`config.mk`:
```
export PLATFORM = sky130hd
export DESIGN_NAME = ldsg_gpio_ports
export DESIGN_NICKNAME = d
export VERILOG_FILES = /design/src/rtl/ldsg_pkg.sv /design/src/rtl/ldsg_gpio_ports.sv /design/src/rtl/ldsg_pin_cell.sv /design/src/rtl/ldsg_axil_slave.sv
export SDC_FILE = /design/constraint.sdc
export NUM_CORES = 1
export LEC_CHECK = 0
export BUFFER_PORTS_ARGS = -buffer_cell sky130_fd_sc_hd__buf_2
export CORE_AREA = 2 2 105 107
export CTS_BUF_LIST = sky130_fd_sc_hd__clkbuf_8
export DETAILED_ROUTE_END_ITERATION = 12
export DIE_AREA = 0 0 107 109
export GPL_TIMING_DRIVEN = 0
export MAX_ROUTING_LAYER = met4
export PLACE_DENSITY = 0.77
export SKIP_LAST_GASP = 1
export SLEW_MARGIN = 10
export SYNTH_ARGS = -nofsm -noshare
export SYNTH_HDL_FRONTEND = slang
export SYNTH_SLANG_ARGS = --single-unit
```
`constraint.sdc`:
```
create_clock -name core_clk -period 1.8 [get_ports core_clk]
set_input_delay 0.09 -clock core_clk [delete_from_list [all_inputs] [get_ports core_clk]]
set_output_delay 0.09 -clock core_clk [all_outputs]
set_load 0.1 [all_outputs]
```
`src/rtl/ldsg_pkg.sv`:
```
// Shared constants for the LCD-shared GPIO ports block.
// Assumes a 32-bit AXI4-Lite master and one core clock.
package ldsg_pkg;
  ////////////////////////////////////////////////////////////////////////
  // Bus geometry: byte address is four times the register index
  localparam int ADDR_W = 12;
  localparam int IDX_W  = 9;
  localparam int DATA_W = 32;
  localparam int PORT_W = 8;
  localparam int C_W    = 6;
  localparam int D_IO_W = 5;

  ////////////////////////////////////////////////////////////////////////
  // Register indices
  localparam logic [IDX_W-1:0] IDX_C_DATA  = 9'h007;
  localparam logic [IDX_W-1:0] IDX_D_DATA  = 9'h008;
  localparam logic [IDX_W-1:0] IDX_E_DATA  = 9'h009;
  localparam logic [IDX_W-1:0] IDX_C_DIR   = 9'h087;
  localparam logic [IDX_W-1:0] IDX_D_DIR   = 9'h088;
  localparam logic [IDX_W-1:0] IDX_E_DIR   = 9'h089;
  localparam logic [IDX_W-1:0] IDX_F_DATA  = 9'h107;
  localparam logic [IDX_W-1:0] IDX_SEG_SEL = 9'h10D;
  localparam logic [IDX_W-1:0] IDX_F_DIR   = 9'h187;

  ////////////////////////////////////////////////////////////////////////
  // Reset values
  localparam logic [C_W-1:0]    RST_C_DIR   = 6'h3F;
  localparam logic [PORT_W-1:0] RST_DIR     = 8'hFF;
  localparam logic [PORT_W-1:0] RST_SEG_SEL = 8'hFF;
  localparam logic [PORT_W-1:0] RST_LATCH   = 8'h00;

  ////////////////////////////////////////////////////////////////////////
  // Segment-select field positions
  localparam int SEB_G0  = 0;
  localparam int SEB_G5  = 1;
  localparam int SEB_G9  = 2;
  localparam int SEB_G12 = 3;
  localparam int SEB_G16 = 4;
  localparam int SEB_G20 = 5;
  localparam int SEB_G27 = 6;
  localparam int SEB_G29 = 7;

  ////////////////////////////////////////////////////////////////////////
  // Bus responses
  localparam logic [1:0] RESP_OKAY   = 2'h0;
  localparam logic [1:0] RESP_SLVERR = 2'h2;
endpackage

```
`src/rtl/ldsg_gpio_ports.sv`:
```
// Ports C to F with LCD pin sharing and an AXI4-Lite register file.
// Assumes pin inputs are synchronous to core_clk; pads resolve drive.
//
// Functional notes
// - Third port has six bits; bits 7 and 6 read zero.
// - Third-port bit 0 is GPIO or timer oscillator out / timer clock in.
// - Third-port bit 1 is GPIO or timer oscillator in.
// - Third-port bit 2 is GPIO or capture/compare/PWM pin.
// - Third-port bit 3 is GPIO or serial port clock.
// - Third-port bit 4 is GPIO or serial data in / I2C data.
// - Third-port bit 5 is GPIO or serial data out.
// - Fourth port is eight bits; bits 0-4 are GPIO or LCD segments.
// - Fourth-port bits 5-7 are input, segment or common only; never driven.
// - Fourth direction register steers only bits 0-4 in digital use.
// - Every LCD-shared pin starts as LCD segment driver after reset.
// - A pin is digital only while its segment-select bit is zero.
// - A set segment-select bit overrides the direction bits.
// - Fifth port is input only; each pin shares an LCD segment.
// - Sixth port is input only; pins share segments 12 to 19.
// - Clearing groups 16 and 12 makes all sixth-port pins digital.
// - Clearing 27, 5, 9 makes fifth port and seventh-port bit 7 digital.
// - Segment-select register is eight bits, resets to all ones.
// - Direction bit set means high impedance; clear drives the latch.
// - An enabled peripheral overrides a third-port direction bit.
// - Data register reads return pin levels, not the latch.
// - Third- and fourth-port data register writes store into the output latch.
//
// The implementer's own choice: the AXI4-Lite slave port.
`timescale 1ns/10ps
module ldsg_gpio_ports #(
  parameter int AW = ldsg_pkg::ADDR_W
) (
  input  wire logic                        core_clk,
  input  wire logic                        srst,
  input  wire logic                        ce,
  input  wire logic [AW-1:0]               s_axi_awaddr,
  input  wire logic                        s_axi_awvalid,
  output logic                             s_axi_awready,
  input  wire logic [ldsg_pkg::DATA_W-1:0] s_axi_wdata,
  input  wire logic [3:0]                  s_axi_wstrb,
  input  wire logic                        s_axi_wvalid,
  output logic                             s_axi_wready,
  output logic [1:0]                       s_axi_bresp,
  output logic                             s_axi_bvalid,
  input  wire logic                        s_axi_bready,
  input  wire logic [AW-1:0]               s_axi_araddr,
  input  wire logic                        s_axi_arvalid,
  output logic                             s_axi_arready,
  output logic [ldsg_pkg::DATA_W-1:0]      s_axi_rdata,
  output logic [1:0]                       s_axi_rresp,
  output logic                             s_axi_rvalid,
  input  wire logic                        s_axi_rready,
  input  wire logic [ldsg_pkg::C_W-1:0]    portCIn,
  output logic [ldsg_pkg::C_W-1:0]         portCOut,
  output logic [ldsg_pkg::C_W-1:0]         portCOe,
  input  wire logic [ldsg_pkg::C_W-1:0]    periphEnC,
  input  wire logic [ldsg_pkg::C_W-1:0]    periphOeC,
  input  wire logic [ldsg_pkg::C_W-1:0]    periphOutC,
  input  wire logic [ldsg_pkg::PORT_W-1:0] portDIn,
  output logic [ldsg_pkg::D_IO_W-1:0]      portDOut,
  output logic [ldsg_pkg::D_IO_W-1:0]      portDOe,
  input  wire logic [ldsg_pkg::PORT_W-1:0] portEIn,
  input  wire logic [ldsg_pkg::PORT_W-1:0] portFIn,
  output logic [ldsg_pkg::PORT_W-1:0]      lcdOwnD,
  output logic [ldsg_pkg::PORT_W-1:0]      lcdOwnE,
  output logic [ldsg_pkg::PORT_W-1:0]      lcdOwnF,
  output logic                             lcdOwnG7
);
  import ldsg_pkg::*;

  ////////////////////////////////////////////////////////////////////////
  // Register state
  logic [C_W-1:0]    third_port_data;
  logic [C_W-1:0]    third_port_direction;
  logic [D_IO_W-1:0] fourth_port_data;
  logic [PORT_W-1:0] fourth_port_direction;
  logic [PORT_W-1:0] fifth_port_direction;
  logic [PORT_W-1:0] sixth_port_direction;
  logic [PORT_W-1:0] segment_pin_select;

  logic              wrEn;
  logic [AW-1:0]     wrAddr;
  logic [PORT_W-1:0] wrData;
  logic              wrLane0;
  logic              wrHit;
  logic              rdHit;
  logic [PORT_W-1:0] rdValue;
  logic [IDX_W-1:0]  wrIdx;
  logic [IDX_W-1:0]  rdIdx;
  logic              wrGo;

  ////////////////////////////////////////////////////////////////////////
  // Address decode shared by the write and read paths
  function automatic logic [IDX_W-1:0] regIndex(input logic [AW-1:0] a);
    return a[IDX_W+1:2];
  endfunction

  function automatic logic isMapped(input logic [AW-1:0] a);
    logic [IDX_W-1:0] idx;
    idx = regIndex(a);
    if (a[1:0] != 2'h0 || a[AW-1:IDX_W+2] != '0) begin
      return 1'b0;
    end
    case (idx)
      IDX_C_DATA, IDX_D_DATA, IDX_E_DATA,
      IDX_C_DIR, IDX_D_DIR, IDX_E_DIR,
      IDX_F_DATA, IDX_SEG_SEL, IDX_F_DIR: return 1'b1;
      default: return 1'b0;
    endcase
  endfunction

  assign wrIdx = regIndex(wrAddr);
  assign rdIdx = regIndex(s_axi_araddr);
  assign wrHit = isMapped(wrAddr);
  assign rdHit = isMapped(s_axi_araddr);
  assign wrGo  = wrEn & wrHit & wrLane0;

  ldsg_axil_slave #(
    .AW (AW)
  ) u_bus (
    .core_clk (core_clk),
    .srst     (srst),
    .ce       (ce),
    .awaddr   (s_axi_awaddr),
    .awvalid  (s_axi_awvalid),
    .awready  (s_axi_awready),
    .wdata    (s_axi_wdata),
    .wstrb    (s_axi_wstrb),
    .wvalid   (s_axi_wvalid),
    .wready   (s_axi_wready),
    .bresp    (s_axi_bresp),
    .bvalid   (s_axi_bvalid),
    .bready   (s_axi_bready),
    .arvalid  (s_axi_arvalid),
    .arready  (s_axi_arready),
    .rdata    (s_axi_rdata),
    .rresp    (s_axi_rresp),
    .rvalid   (s_axi_rvalid),
    .rready   (s_axi_rready),
    .wrEn     (wrEn),
    .wrAddr   (wrAddr),
    .wrData   (wrData),
    .wrLane0  (wrLane0),
    .wrHit    (wrHit),
    .rdHit    (rdHit),
    .rdValue  (rdValue)
  );

  ////////////////////////////////////////////////////////////////////////
  // Segment select: all LCD-shared pins go to the LCD on every reset
  always_ff @(posedge core_clk) begin
    if (srst) begin
      segment_pin_select <= RST_SEG_SEL;
    end else if (ce && wrGo && wrIdx == IDX_SEG_SEL) begin
      segment_pin_select <= wrData;
    end
  end

  ////////////////////////////////////////////////////////////////////////
  // Output latches; only implemented bits are stored
  always_ff @(posedge core_clk) begin
    if (srst) begin
      third_port_data  <= RST_LATCH[C_W-1:0];
      fourth_port_data <= RST_LATCH[D_IO_W-1:0];
    end else if (ce && wrGo) begin
      if (wrIdx == IDX_C_DATA) begin
        third_port_data <= wrData[C_W-1:0];
      end
      if (wrIdx == IDX_D_DATA) begin
        fourth_port_data <= wrData[D_IO_W-1:0];
      end
    end
  end

  ////////////////////////////////////////////////////////////////////////
  // Direction registers
  always_ff @(posedge core_clk) begin
    if (srst) begin
      third_port_direction  <= RST_C_DIR;
      fourth_port_direction <= RST_DIR;
      fifth_port_direction  <= RST_DIR;
      sixth_port_direction  <= RST_DIR;
    end else if (ce && wrGo) begin
      case (wrIdx)
        IDX_C_DIR: third_port_direction  <= wrData[C_W-1:0];
        IDX_D_DIR: fourth_port_direction <= wrData;
        IDX_E_DIR: fifth_port_direction  <= wrData;
        IDX_F_DIR: sixth_port_direction  <= wrData;
        default: ;
      endcase
    end
  end

  ////////////////////////////////////////////////////////////////////////
  // Pin ownership by segment group
  assign lcdOwnD[D_IO_W-1:0]      = {D_IO_W{segment_pin_select[SEB_G0]}};
  assign lcdOwnD[PORT_W-1:D_IO_W] = {3{segment_pin_select[SEB_G29]}};
  assign lcdOwnE[3:0]             = {4{segment_pin_select[SEB_G5]}};
  assign lcdOwnE[6:4]             = {3{segment_pin_select[SEB_G9]}};
  assign lcdOwnE[7]               = segment_pin_select[SEB_G27];
  assign lcdOwnF[3:0]             = {4{segment_pin_select[SEB_G12]}};
  assign lcdOwnF[7:4]             = {4{segment_pin_select[SEB_G16]}};
  assign lcdOwnG7                 = segment_pin_select[SEB_G27];

  ////////////////////////////////////////////////////////////////////////
  // Third port: timer, capture/compare/PWM and serial port may take a pin
  ldsg_pin_cell #(
    .W (C_W)
  ) u_cells_c (
    .latch  (third_port_data),
    .dir    (third_port_direction),
    .lcdOwn ('0),
    .altEn  (periphEnC),
    .altOe  (periphOeC),
    .altOut (periphOutC),
    .pinOut (portCOut),
    .pinOe  (portCOe)
  );

  // Fourth port: only bits 0-4 have a driver; the upper pins have none
  ldsg_pin_cell #(
    .W (D_IO_W)
  ) u_cells_d (
    .latch  (fourth_port_data),
    .dir    (fourth_port_direction[D_IO_W-1:0]),
    .lcdOwn (lcdOwnD[D_IO_W-1:0]),
    .altEn  ('0),
    .altOe  ('0),
    .altOut ('0),
    .pinOut (portDOut),
    .pinOe  (portDOe)
  );

  ////////////////////////////////////////////////////////////////////////
  // Read mux: data registers give pin levels, LCD-owned pins read as zero
  always_comb begin
    case (rdIdx)
      IDX_C_DATA:  rdValue = {2'h0, portCIn};
      IDX_D_DATA:  rdValue = portDIn & ~lcdOwnD;
      IDX_E_DATA:  rdValue = portEIn & ~lcdOwnE;
      IDX_F_DATA:  rdValue = portFIn & ~lcdOwnF;
      IDX_C_DIR:   rdValue = {2'h0, third_port_direction};
      IDX_D_DIR:   rdValue = fourth_port_direction;
      IDX_E_DIR:   rdValue = fifth_port_direction;
      IDX_F_DIR:   rdValue = sixth_port_direction;
      IDX_SEG_SEL: rdValue = segment_pin_select;
      default:     rdValue = 8'h00;
    endcase
  end
endmodule

```
`src/rtl/ldsg_pin_cell.sv`:
```
// Per-pin output steering for a group of shared pins.
// Assumes the caller passes LCD ownership and peripheral overrides per bit.
`timescale 1ns/10ps
module ldsg_pin_cell #(
  parameter int W = 8
) (
  input  wire logic [W-1:0] latch,
  input  wire logic [W-1:0] dir,
  input  wire logic [W-1:0] lcdOwn,
  input  wire logic [W-1:0] altEn,
  input  wire logic [W-1:0] altOe,
  input  wire logic [W-1:0] altOut,
  output logic      [W-1:0] pinOut,
  output logic      [W-1:0] pinOe
);
  import ldsg_pkg::*;

  ////////////////////////////////////////////////////////////////////////
  // LCD ownership beats everything; a peripheral beats the direction bit
  for (genvar i = 0; i < W; i++) begin : g_bit
    assign pinOut[i] = altEn[i] ? altOut[i] : latch[i];
    assign pinOe[i]  = ~lcdOwn[i] & (altEn[i] ? altOe[i] : ~dir[i]);
  end
endmodule

```
`src/rtl/ldsg_axil_slave.sv`:
```
// AXI4-Lite slave front end: one write and one read in flight.
// Assumes the register file decodes addresses and supplies read data.
`timescale 1ns/10ps
module ldsg_axil_slave #(
  parameter int AW = ldsg_pkg::ADDR_W
) (
  input  wire logic                        core_clk,
  input  wire logic                        srst,
  input  wire logic                        ce,
  input  wire logic [AW-1:0]               awaddr,
  input  wire logic                        awvalid,
  output logic                             awready,
  input  wire logic [ldsg_pkg::DATA_W-1:0] wdata,
  input  wire logic [3:0]                  wstrb,
  input  wire logic                        wvalid,
  output logic                             wready,
  output logic [1:0]                       bresp,
  output logic                             bvalid,
  input  wire logic                        bready,
  input  wire logic                        arvalid,
  output logic                             arready,
  output logic [ldsg_pkg::DATA_W-1:0]      rdata,
  output logic [1:0]                       rresp,
  output logic                             rvalid,
  input  wire logic                        rready,
  output logic                             wrEn,
  output logic [AW-1:0]                    wrAddr,
  output logic [ldsg_pkg::PORT_W-1:0]      wrData,
  output logic                             wrLane0,
  input  wire logic                        wrHit,
  input  wire logic                        rdHit,
  input  wire logic [ldsg_pkg::PORT_W-1:0] rdValue
);
  import ldsg_pkg::*;

  logic awFull;
  logic wFull;

  assign awready = ce & ~awFull;
  assign wready  = ce & ~wFull;
  assign arready = ce & ~rvalid;
  assign wrEn    = ce & awFull & wFull & ~bvalid;

  ////////////////////////////////////////////////////////////////////////
  // Address and data are held independently until both are present
  always_ff @(posedge core_clk) begin
    if (srst) begin
      awFull <= 1'b0;
      wrAddr <= '0;
    end else if (ce) begin
      if (awvalid && awready) begin
        awFull <= 1'b1;
        wrAddr <= awaddr;
      end else if (wrEn) begin
        awFull <= 1'b0;
      end
    end
  end

  always_ff @(posedge core_clk) begin
    if (srst) begin
      wFull   <= 1'b0;
      wrData  <= '0;
      wrLane0 <= 1'b0;
    end else if (ce) begin
      if (wvalid && wready) begin
        wFull   <= 1'b1;
        wrData  <= wdata[PORT_W-1:0];
        wrLane0 <= wstrb[0];
      end else if (wrEn) begin
        wFull <= 1'b0;
      end
    end
  end

  always_ff @(posedge core_clk) begin
    if (srst) begin
      bvalid <= 1'b0;
      bresp  <= RESP_OKAY;
    end else if (ce) begin
      if (wrEn) begin
        bvalid <= 1'b1;
        bresp  <= wrHit ? RESP_OKAY : RESP_SLVERR;
      end else if (bready) begin
        bvalid <= 1'b0;
      end
    end
  end

  ////////////////////////////////////////////////////////////////////////
  // Read data is captured at the address handshake
  always_ff @(posedge core_clk) begin
    if (srst) begin
      rvalid <= 1'b0;
      rdata  <= '0;
      rresp  <= RESP_OKAY;
    end else if (ce) begin
      if (arvalid && arready) begin
        rvalid <= 1'b1;
        rdata  <= rdHit ? {{(DATA_W-PORT_W){1'b0}}, rdValue} : '0;
        rresp  <= rdHit ? RESP_OKAY : RESP_SLVERR;
      end else if (rready) begin
        rvalid <= 1'b0;
      end
    end
  end
endmodule

```
==> results_dict.tcl, run 1 <==
set metrics [dict create \
    cp-end-kind "flop" \
    synth_cells 541 \
    period_needed_ns 2.03 \
    grt_pass1_vias 4399 \
    drive_gt1_share_pct 38.1 \
    leakage_nw 2.68 \
    yosys_warnings 0 \
    clk_pin_slew_ns 0.08 \
    layout.nets 877 \
    worstHoldPathCells 3 \
    synth_mux_area_share_pct 6.91 \
    critPathMaxStageDelay_ns 0.58 \
    start_util_pct 42.6 \
    holdWs_ns 0.0186 \
    dieArea_um2 11700 \
    tns_ns -5.72 \
    grt_max_degree 15 \
    dpl_cell_area_um2 5590 \
    max_freq_mhz 493 \
    hold_violations 0 \
    mostFrequentLayoutCell "buf_2" \
    clock_sinks 84 \
    synthArstFlopShare_pct 0 \
    failed_checks "setup timing" \
    worst_pin_slew_ns 0.759 \
    worstPathMaxFanout 5 \
    critPathKind "reg -> reg" \
    worst_path_max_delay_cell "or4_4" \
    setup_viol 49 \
    status "finished, violations left" \
    routed_via_density 5.24 \
    grt_pass1_wl_um 22300 \
    synth_top_family_by_area "compound AO/OA/AOI/OAI gates" \
    dp_hpwl_um 11000 \
    yosysTopAreaCell "dfxtp_1" \
    cts_buffer_depth 2 \
    cts_root_buf "clkbuf_8" \
    skew_ns 0.0153 \
    gp_congestion 0.982 \
    fin_ws_ns -0.227 \
    drt_first_pass_iters 8 \
    synth_area_leaders "dfxtp_1 (37%), buf_4 (8.3%), nand2_1 (6.6%), nand3_1 (4.3%), o211ai_1 (3.7%)" \
    timing.slew.headroom_pct 49.4 \
    clock_latency_ns 0.37 \
    worstPathCellList "nand4b_1, buf_4, or4_4, buf_6, o21ai_4, o311ai_4" \
    syn_avg_cell_area_um2 8.34 \
    grt_overflow 0 \
    diodes 0 \
    synth_edf_count 0 \
    dp_cells 854 \
    die_y_um 109 \
    synth_area_um2 4510 \
    reg2reg_depth 6 \
    synth_simple_gate_area_share_pct 20.5 \
    wl_um 14800 \
    crit_arrival_ns 2.23 \
    hp-class "in -> reg" \
    via_count 4746 \
    wl_per_cell_um 16.3 \
    cts_tree "built" \
    period_share_pct 113 \
    cp_data_required_time_ns 2.01 \
    drv_slew 0 \
    synth_compound_area_share_pct 21.2 \
    area_growth_pct 38.4 \
    grtUsageTotal_pct 25.5 \
    io_buffer_count 148 \
    core_area_um2 10600 \
    cap_violations 0 \
    ir_drop_mv 0.322 \
    htreeDepth 3 \
    p_per_area_nw_per_um2 659 \
    final_cell_mix "buf_2 (150), nand2_1 (79), dfxtp_1 (79)" \
    startpoint_type "flop" \
    synth_cell_types 51 \
    synth-seq-cells 84 \
    drtIter0Drc 348 \
    fp-row-count 38 \
    rsz0062_at_grt "yes" \
    synth_flop_cell "dfxtp_1" \
    die_w_um 107 \
    seq_area_frac_synth_pct 37.3 \
    antenna_found_initial 0 \
    synth-xor-area-share_pct 0 \
    synth_top_area_share_pct 37.3 \
    ioPinCount 204 \
    synth_fa_ha_area_share_pct 0 \
    stdcell_area_um2 6240 \
    fin_cells 906 \
    ant_nets 0 \
    cts_made_buffers 9 \
    drc_errors 0 \
]
[timing repair]
action | in CTS | in global routing
pin swaps | 11 | 7
hold buffers | 21 | 0
gates cloned | 1 | 0
buffers inserted | 9 | 8
hold endpoints to repair | 21 | 0
gates resized for setup | 22 | 17
endpoints found under the setup margin | 59 | 57
[sequential cells by signal, indices dropped and copies added (netlist names), 5 cells and up]
register and count:
fifth_port_direction 8, fourth_port_data 5, third_port_direction 6, fourth_port_direction 8, segment_pin_select 8, u_bus.rdata 8
sixth_port_direction 8, u_bus.wrData 8, third_port_data 6, u_bus.wrAddr 12
[metal layers]
layer  GRT usage (%)  wire length [um]  up-vias
li1                -                 -     2318
met1            29.7              6190     2202
met2            43.7              7290      194
met3            4.36               880       32
met4            10.8               412        0
met5               -                 0        -
[cells in the mapped netlist (8+ instances only)]
master and instances:
dfxtp_1 84, nand2_1 79, buf_4 50, nand3_1 39, inv_1 30, a21oi_1 26
clkbuf_1 25, o211ai_1 22, o21ai_0 21, nor2_1 13, mux2i_1 12, mux2_2 11
nor2b_1 11, a221oi_1 9, a211o_1 8, o21a_1 8
[power by group]
part	switching (mW)	leakage, nW	internal [mW]
Clock	0.710	0.0993	0.579
Sequential	0.0392	0.683	1.89
Combinational	0.645	1.90	0.254
Total	1.39	2.68	2.72
[final timing paths]
| check | startpoint | end | slack [ns] |
|---|---|---|---|
| max | u_bus.bvalid$_SDFFE_PP0P_ | segment_pin_select[0]$_SDFFE_PP1P_ | -0.23 |
| min | s_axi_wdata[7] | u_bus.wrData[7]$_SDFFE_PP0P_ | 0.02 |
| max reg2reg | u_bus.bvalid$_SDFFE_PP0P_ | segment_pin_select[0]$_SDFFE_PP1P_ | -0.23 |
| min reg2reg | fourth_port_data[4]$_SDFFE_PP0P_ | fourth_port_data[4]$_SDFFE_PP0P_ | 0.46 |
[cell families (layout without fill, tap and decap cells)]
family                 Yosys count  in the layout
flip-flops                      84             84
multiplexers                    26             26
AND/OR/NAND/NOR                184            184
other                            1             26
AO/OA/AOI/OAI                  133            133
buffers and inverters          113            313
[critical path, delay by kind of cell (launching register included)]
| kind | cells | cell delay [ns] |
|---|---|---|
| AOI/OAI and AO/OA | 2 | 0.27 |
| buffers and inverters | 2 | 0.39 |
| DFF | 1 | 0.35 |
| and+or+nand+nor | 2 | 0.86 |
[layout make-up]
type | instances | area, um2
clock inverters | 5 | 36.3
inverters | 30 | 113
fillers | 957 | 4360
clock buffers | 11 | 151
repair buffers | 187 | 1130
flip-flops and latches | 84 | 1690
multi-input cells | 369 | 2420
plain buffers | 80 | 528
well taps | 140 | 175
[metrics by stage]
stage,setup slack (ns),power [mW],util [%]
after floorplan,-0.172,2.60,-
after global placement,-0.648,2.79,52.7
after detailed placement,-0.603,2.80,52.7
after CTS,-0.248,4.11,57.9
after global routing,-0.259,4.26,58.9
final,-0.227,4.11,58.9
Power figures use the tool's default switching activity.
==> run 2, diff against run 1 <==
Settings changed: REMOVE_ABC_BUFFERS set to 1.
==> run 2 against run 1 <==
  * Register-to-register slack worse by 0.02 ns
  * Final area is 10% lower
  * Combinational power is 10% lower
  * Clock skew is 0.0043 ns lower
  * The run still ends with setup timing left
  * Critical path type unchanged
  * Hold slack worse by 0.0064 ns
==> results_dict.tcl, run 2 (synthesis results as in run 1) <==
set metrics [dict create \
    gp_congestion 0.820 \
    crit_arrival_ns 2.24 \
    ant_nets 0 \
    dp_hpwl_um 9200 \
    leakage_nw 2.33 \
    max_freq_mhz 489 \
    ioPinCount 204 \
    wl_per_cell_um 15.9 \
    critPathKind "reg -> reg" \
    dieArea_um2 11700 \
    regMostFlops "u_bus.wrAddr" \
    diodes 0 \
    worst_pin_slew_ns 0.827 \
    area_growth_pct 24.0 \
    die_y_um 109 \
    grt_pass1_vias 4022 \
    startpoint_type "flop" \
    mostFrequentLayoutCell "buf_2" \
    drt_first_pass_iters 4 \
    fin_util_pct 52.8 \
    grt_pass1_wl_um 20000 \
    fin_ws_ns -0.243 \
    worstPathCellList "or4_4, or4_4, nor3_4, buf_12, o211ai_1" \
    failed_checks "setup timing" \
    drtIter0Drc 341 \
    worst_path_max_delay_cell "or4_4" \
    io_buffer_count 150 \
    status "finished, violations left" \
    drive_gt1_share_pct 31.6 \
    start_util_pct 42.6 \
    cp_data_required_time_ns 2.00 \
    fp-row-count 38 \
    worstPathMaxFanout 8 \
    hold_violations 0 \
    routed_via_density 5.42 \
    grt_overflow 0 \
    cts_root_buf "clkbuf_8" \
    setup_viol 49 \
    period_needed_ns 2.04 \
    skew_ns 0.0110 \
    rsz0062_at_grt "yes" \
    cp-end-kind "flop" \
    timing.rr.start "u_bus.wrAddr[11]$_SDFFE_PP0P_" \
    cts_tree "built" \
    die_w_um 107 \
    min_from "s_axi_rready" \
    core_area_um2 10600 \
    critPathMaxStageDelay_ns 0.60 \
    tns_ns -7.76 \
    clock_sinks 84 \
    fill_cells 966 \
    crit_family "simple AND/OR/NAND/NOR gates" \
    final_cell_mix "buf_2 (149), dfxtp_1 (84), nand2_1 (79)" \
    timing.slew.headroom_pct 44.9 \
    wl_um 13000 \
    largest_register_ffs 12 \
    hp-class "in -> reg" \
    cts_made_buffers 9 \
    drv_slew 0 \
    ir_drop_mv 0.426 \
    rrSetupSlack_ns -0.24 \
    cp_common_cell "or4_4" \
    layout.nets 791 \
    cts_buffer_depth 2 \
    grt_max_degree 48 \
    grtUsageTotal_pct 22.5 \
    clk_pin_slew_ns 0.09 \
    p_per_area_nw_per_um2 751 \
    path_buf_inv 1 \
    period_share_pct 114 \
    drc_errors 0 \
    crit_start "u_bus.wrAddr[11]$_SDFFE_PP0P_" \
    via_count 4441 \
    htreeDepth 3 \
    antenna_found_initial 0 \
    cap_violations 0 \
    clock_latency_ns 0.36 \
]
-- run 2: changes by cell type in the layout (fill, tap and decap cells not counted), sizes merged --
cell and change:
clkbuf -22, clkinvlp +1, bufinv +1, clkinv -4, dlygate4sd3 -3, buf -59
-- run 2: report_power, final --
group,switching [mW],internal (mW)
combinational,0.614,0.192
clock,0.677,0.791
sequential,0.0407,1.89
-- run 2: stage by stage --
stage	hold WS [ns]	setup WS, ns	power (mW)	area [um2]	cells
CTS	0.00279	-0.282	4.19	5540	818
floorplan	0.159	-3.87	2.51	4090	483
global placement	0.335	-1.85	2.71	5010	773
detailed placement	0.340	-0.595	2.72	5030	775
finish	0.0122	-0.243	4.20	5600	820
global route	0.0162	-0.312	4.35	5600	820
-- run 2: layout make-up --
class                   instances  area (um2)  share of cell area (%)
multi-input cells             369        2350                    42.1
flip-flops and latches         84        1680                    30.0
repair buffers                181        1050                    18.8
clock buffers                  13         179                    3.20
well taps                     140         175                    3.13
inverters                      30         113                    2.01
clock inverters                 3        42.5                   0.760
-- run 2: path summary, 6_finish.rpt --
path,to,cells after the start
worst max-delay path,fourth_port_direction[5]$_SDFFE_PP1P_,5
worst min-delay path,u_bus.rvalid$_SDFFE_PP0P_,4
worst max register to register,fourth_port_direction[5]$_SDFFE_PP1P_,5
worst min register to register,u_bus.wrAddr[8]$_SDFFE_PP0P_,2
-- run 2: what timing repair did --
item                                   in CTS  in global routing
setup endpoints to repair                  58                 58
resized for setup                           8                 16
endpoints found under the hold margin      18                  0
hold buffers                               18                  0
pin swaps                                   5                  4
setup buffers                               9                  2
-- run 2: metal layers --
layer | vias to the layer above | global-route usage [%] | part of all wire (%)
met1 | 2117 | 28.3 | 44
met4 | 0 | 6.77 | 0.99
met5 | - | - | 0
li1 | 2141 | - | -
met2 | 172 | 37.7 | 50
met3 | 11 | 3.29 | 5.8
-- run 2: worst register-to-register path, stage by stage (launching register included) --
cell      delay [ns]
dfxtp_1         0.32
or4_4           0.57
or4_4           0.60
nor3_4          0.17
buf_12          0.15
o211ai_1        0.08
==> run 3, diff against run 2 <==
Settings changed: CORE_AREA 2 2 105 107 to 2 2 100 112, DIE_AREA 0 0 107 109 to 0 0 102 114, REMOVE_ABC_BUFFERS 1 to unset.
==> run 3 against run 2 <==
  * Maximum frequency up 2.6%
  * Worst setup slack improved by 0.052 ns
  * Clock power shrank 22%
  * Clock-buffer cell count shrank 3
  * Highest routed layer unchanged
  * Via count grew 5.1%
  * Non-clock buffer count up 75
  * First-iteration DRC count decreased by 43%
  * Register-to-register slack better by 0.05 ns
  * The flow still finishes with violations (setup timing)
==> results_dict.tcl, run 3 (synthesis results as in run 1) <==
set metrics [dict create \
    die_y_um 114 \
    htreeDepth 3 \
    wl_um 14000 \
    start_util_pct 42.5 \
    dieArea_um2 11600 \
    grt_overflow 0 \
    die_w_um 102 \
    tns_ns -6.91 \
    ant_nets 0 \
    mostFrequentLayoutCell "buf_2" \
    cap_violations 0 \
    cts_tree "built" \
    failed_checks "setup timing" \
    rsz0062_at_grt "yes" \
    dp_hpwl_um 10600 \
    ir_drop_mv 0.389 \
    drv_slew 0 \
    setup_viol 49 \
    total_power_mw 3.96 \
    hold_violations 0 \
    hp-class "in -> reg" \
    via_count 4668 \
    dp_cells 861 \
    worst_path_max_delay_cell "or4_4" \
    drtIter0Drc 193 \
    worstPathMaxFanout 5 \
    fin_ws_ns -0.191 \
    routed_via_density 5.18 \
    cp_common_cell "or4_4" \
    ioPinCount 204 \
    cts_made_buffers 9 \
    timing.slew.headroom_pct 57.0 \
    worst_pin_slew_ns 0.644 \
    cts_root_buf "clkbuf_8" \
    gp_congestion 0.892 \
    path_buf_inv 1 \
    cp-end-kind "flop" \
    fp-row-count 40 \
    period_share_pct 111 \
    clock_sinks 84 \
    fill_cells 985 \
    startpoint_type "flop" \
    final_cell_mix "buf_2 (151), dfxtp_1 (80), nand2_1 (79)" \
    leakage_nw 2.64 \
    wl_per_cell_um 15.5 \
    place_ws_ns -0.464 \
    grt_max_degree 13 \
    regMostFlops "u_bus.wrAddr" \
    core_area_um2 10600 \
    layout.nets 866 \
    area_growth_pct 35.5 \
    p_per_area_nw_per_um2 647 \
    drc_errors 0 \
    period_needed_ns 1.99 \
    critPathKind "reg -> reg" \
    worstPathCellList "or4_4, or4_4, nor3_4, buf_6, o211ai_1" \
    status "finished, violations left" \
    clk_pin_slew_ns 0.07 \
    max_freq_mhz 502 \
    skew_ns 0.00913 \
    grtUsageTotal_pct 23.9 \
    critPathMaxStageDelay_ns 0.58 \
    crit_arrival_ns 2.21 \
    fin_cells 902 \
    crit_family "simple AND/OR/NAND/NOR gates" \
    drt_first_pass_iters 5 \
    cts_buffer_depth 2 \
    diodes 0 \
    io_buffer_count 148 \
    clock_latency_ns 0.36 \
    grt_pass1_vias 4292 \
    drive_gt1_share_pct 37.4 \
    antenna_found_initial 0 \
    largest_register_ffs 12 \
    cp_data_required_time_ns 2.02 \
    grt_pass1_wl_um 21100 \
]
[run 3: area by class of cell]
cell class | instances | area, um2 | share of cell area [%]
plain buffers | 78 | 512 | 8.37
clock buffers | 10 | 138 | 2.25
clock inverters | 6 | 25.0 | 0.409
inverters | 30 | 113 | 1.84
multi-input cells | 369 | 2420 | 39.6
flip-flops and latches | 84 | 1690 | 27.6
well taps | 147 | 184 | 3.01
repair buffers | 178 | 1040 | 16.9
[run 3: power breakdown]
part | internal (mW) | total [mW] | leakage (nW) | switching (mW)
registers | 1.89 | 1.93 | 0.682 | 0.0402
logic | 0.243 | 0.878 | 1.86 | 0.635
clock network | 0.515 | 1.15 | 0.101 | 0.640
total | 2.64 | 3.96 | 2.64 | 1.32
[run 3: path summary, 6_finish.rpt]
| check | from | endpoint | slack, ns | cells past startpoint |
|---|---|---|---|---|
| max reg2reg | u_bus.wrAddr[11]$_SDFFE_PP0P_ | fourth_port_direction[6]$_SDFFE_PP1P_ | -0.19 | 5 |
| max | u_bus.wrAddr[11]$_SDFFE_PP0P_ | fourth_port_direction[6]$_SDFFE_PP1P_ | -0.19 | 5 |
| min | s_axi_wdata[4] | u_bus.wrData[4]$_SDFFE_PP0P_ | 0.008 | 3 |
| min reg2reg | third_port_data[4]$_SDFFE_PP0P_ | third_port_data[4]$_SDFFE_PP0P_ | 0.46 | 2 |
[run 3: per-stage QoR]
stage          utilization (%)  cell area [um2]  hold slack (ns)
6_report                  57.6             6110          0.00759
3_3_place_gp              52.7             5600            0.338
5_1_grt                   57.6             6110           0.0192
2_1_floorplan                -             4670            0.226
4_1_cts                   57.4             6090          0.00197
3_5_place_dp              52.7             5600            0.342
[run 3: per-layer routing]
| metal | routed length [um] | vias up | GRT usage, % |
|---|---|---|---|
| li1 | - | 2296 | - |
| met3 | 958 | 28 | 3.31 |
| met1 | 5830 | 2151 | 28.6 |
| met2 | 6850 | 193 | 40.7 |
| met5 | 0 | - | - |
| met4 | 314 | 0 | 8.98 |
[run 3: worst register-to-register path: cells and delay by family, from the launching register on]
kind | cells | cell delay (ns)
simple gates | 3 | 1.30
compound gates | 1 | 0.08
buf+inv | 1 | 0.15
flops | 1 | 0.32
[run 3: what timing repair did]
item / CTS / global route
hold buffers: 18 / 0
hold endpoints to repair: 18 / 0
pin swaps: 9 / 5
buffers inserted: 10 / 1
endpoints found under the setup margin: 57 / 57
gates resized for setup: 23 / 12
cloned: 1 / 0
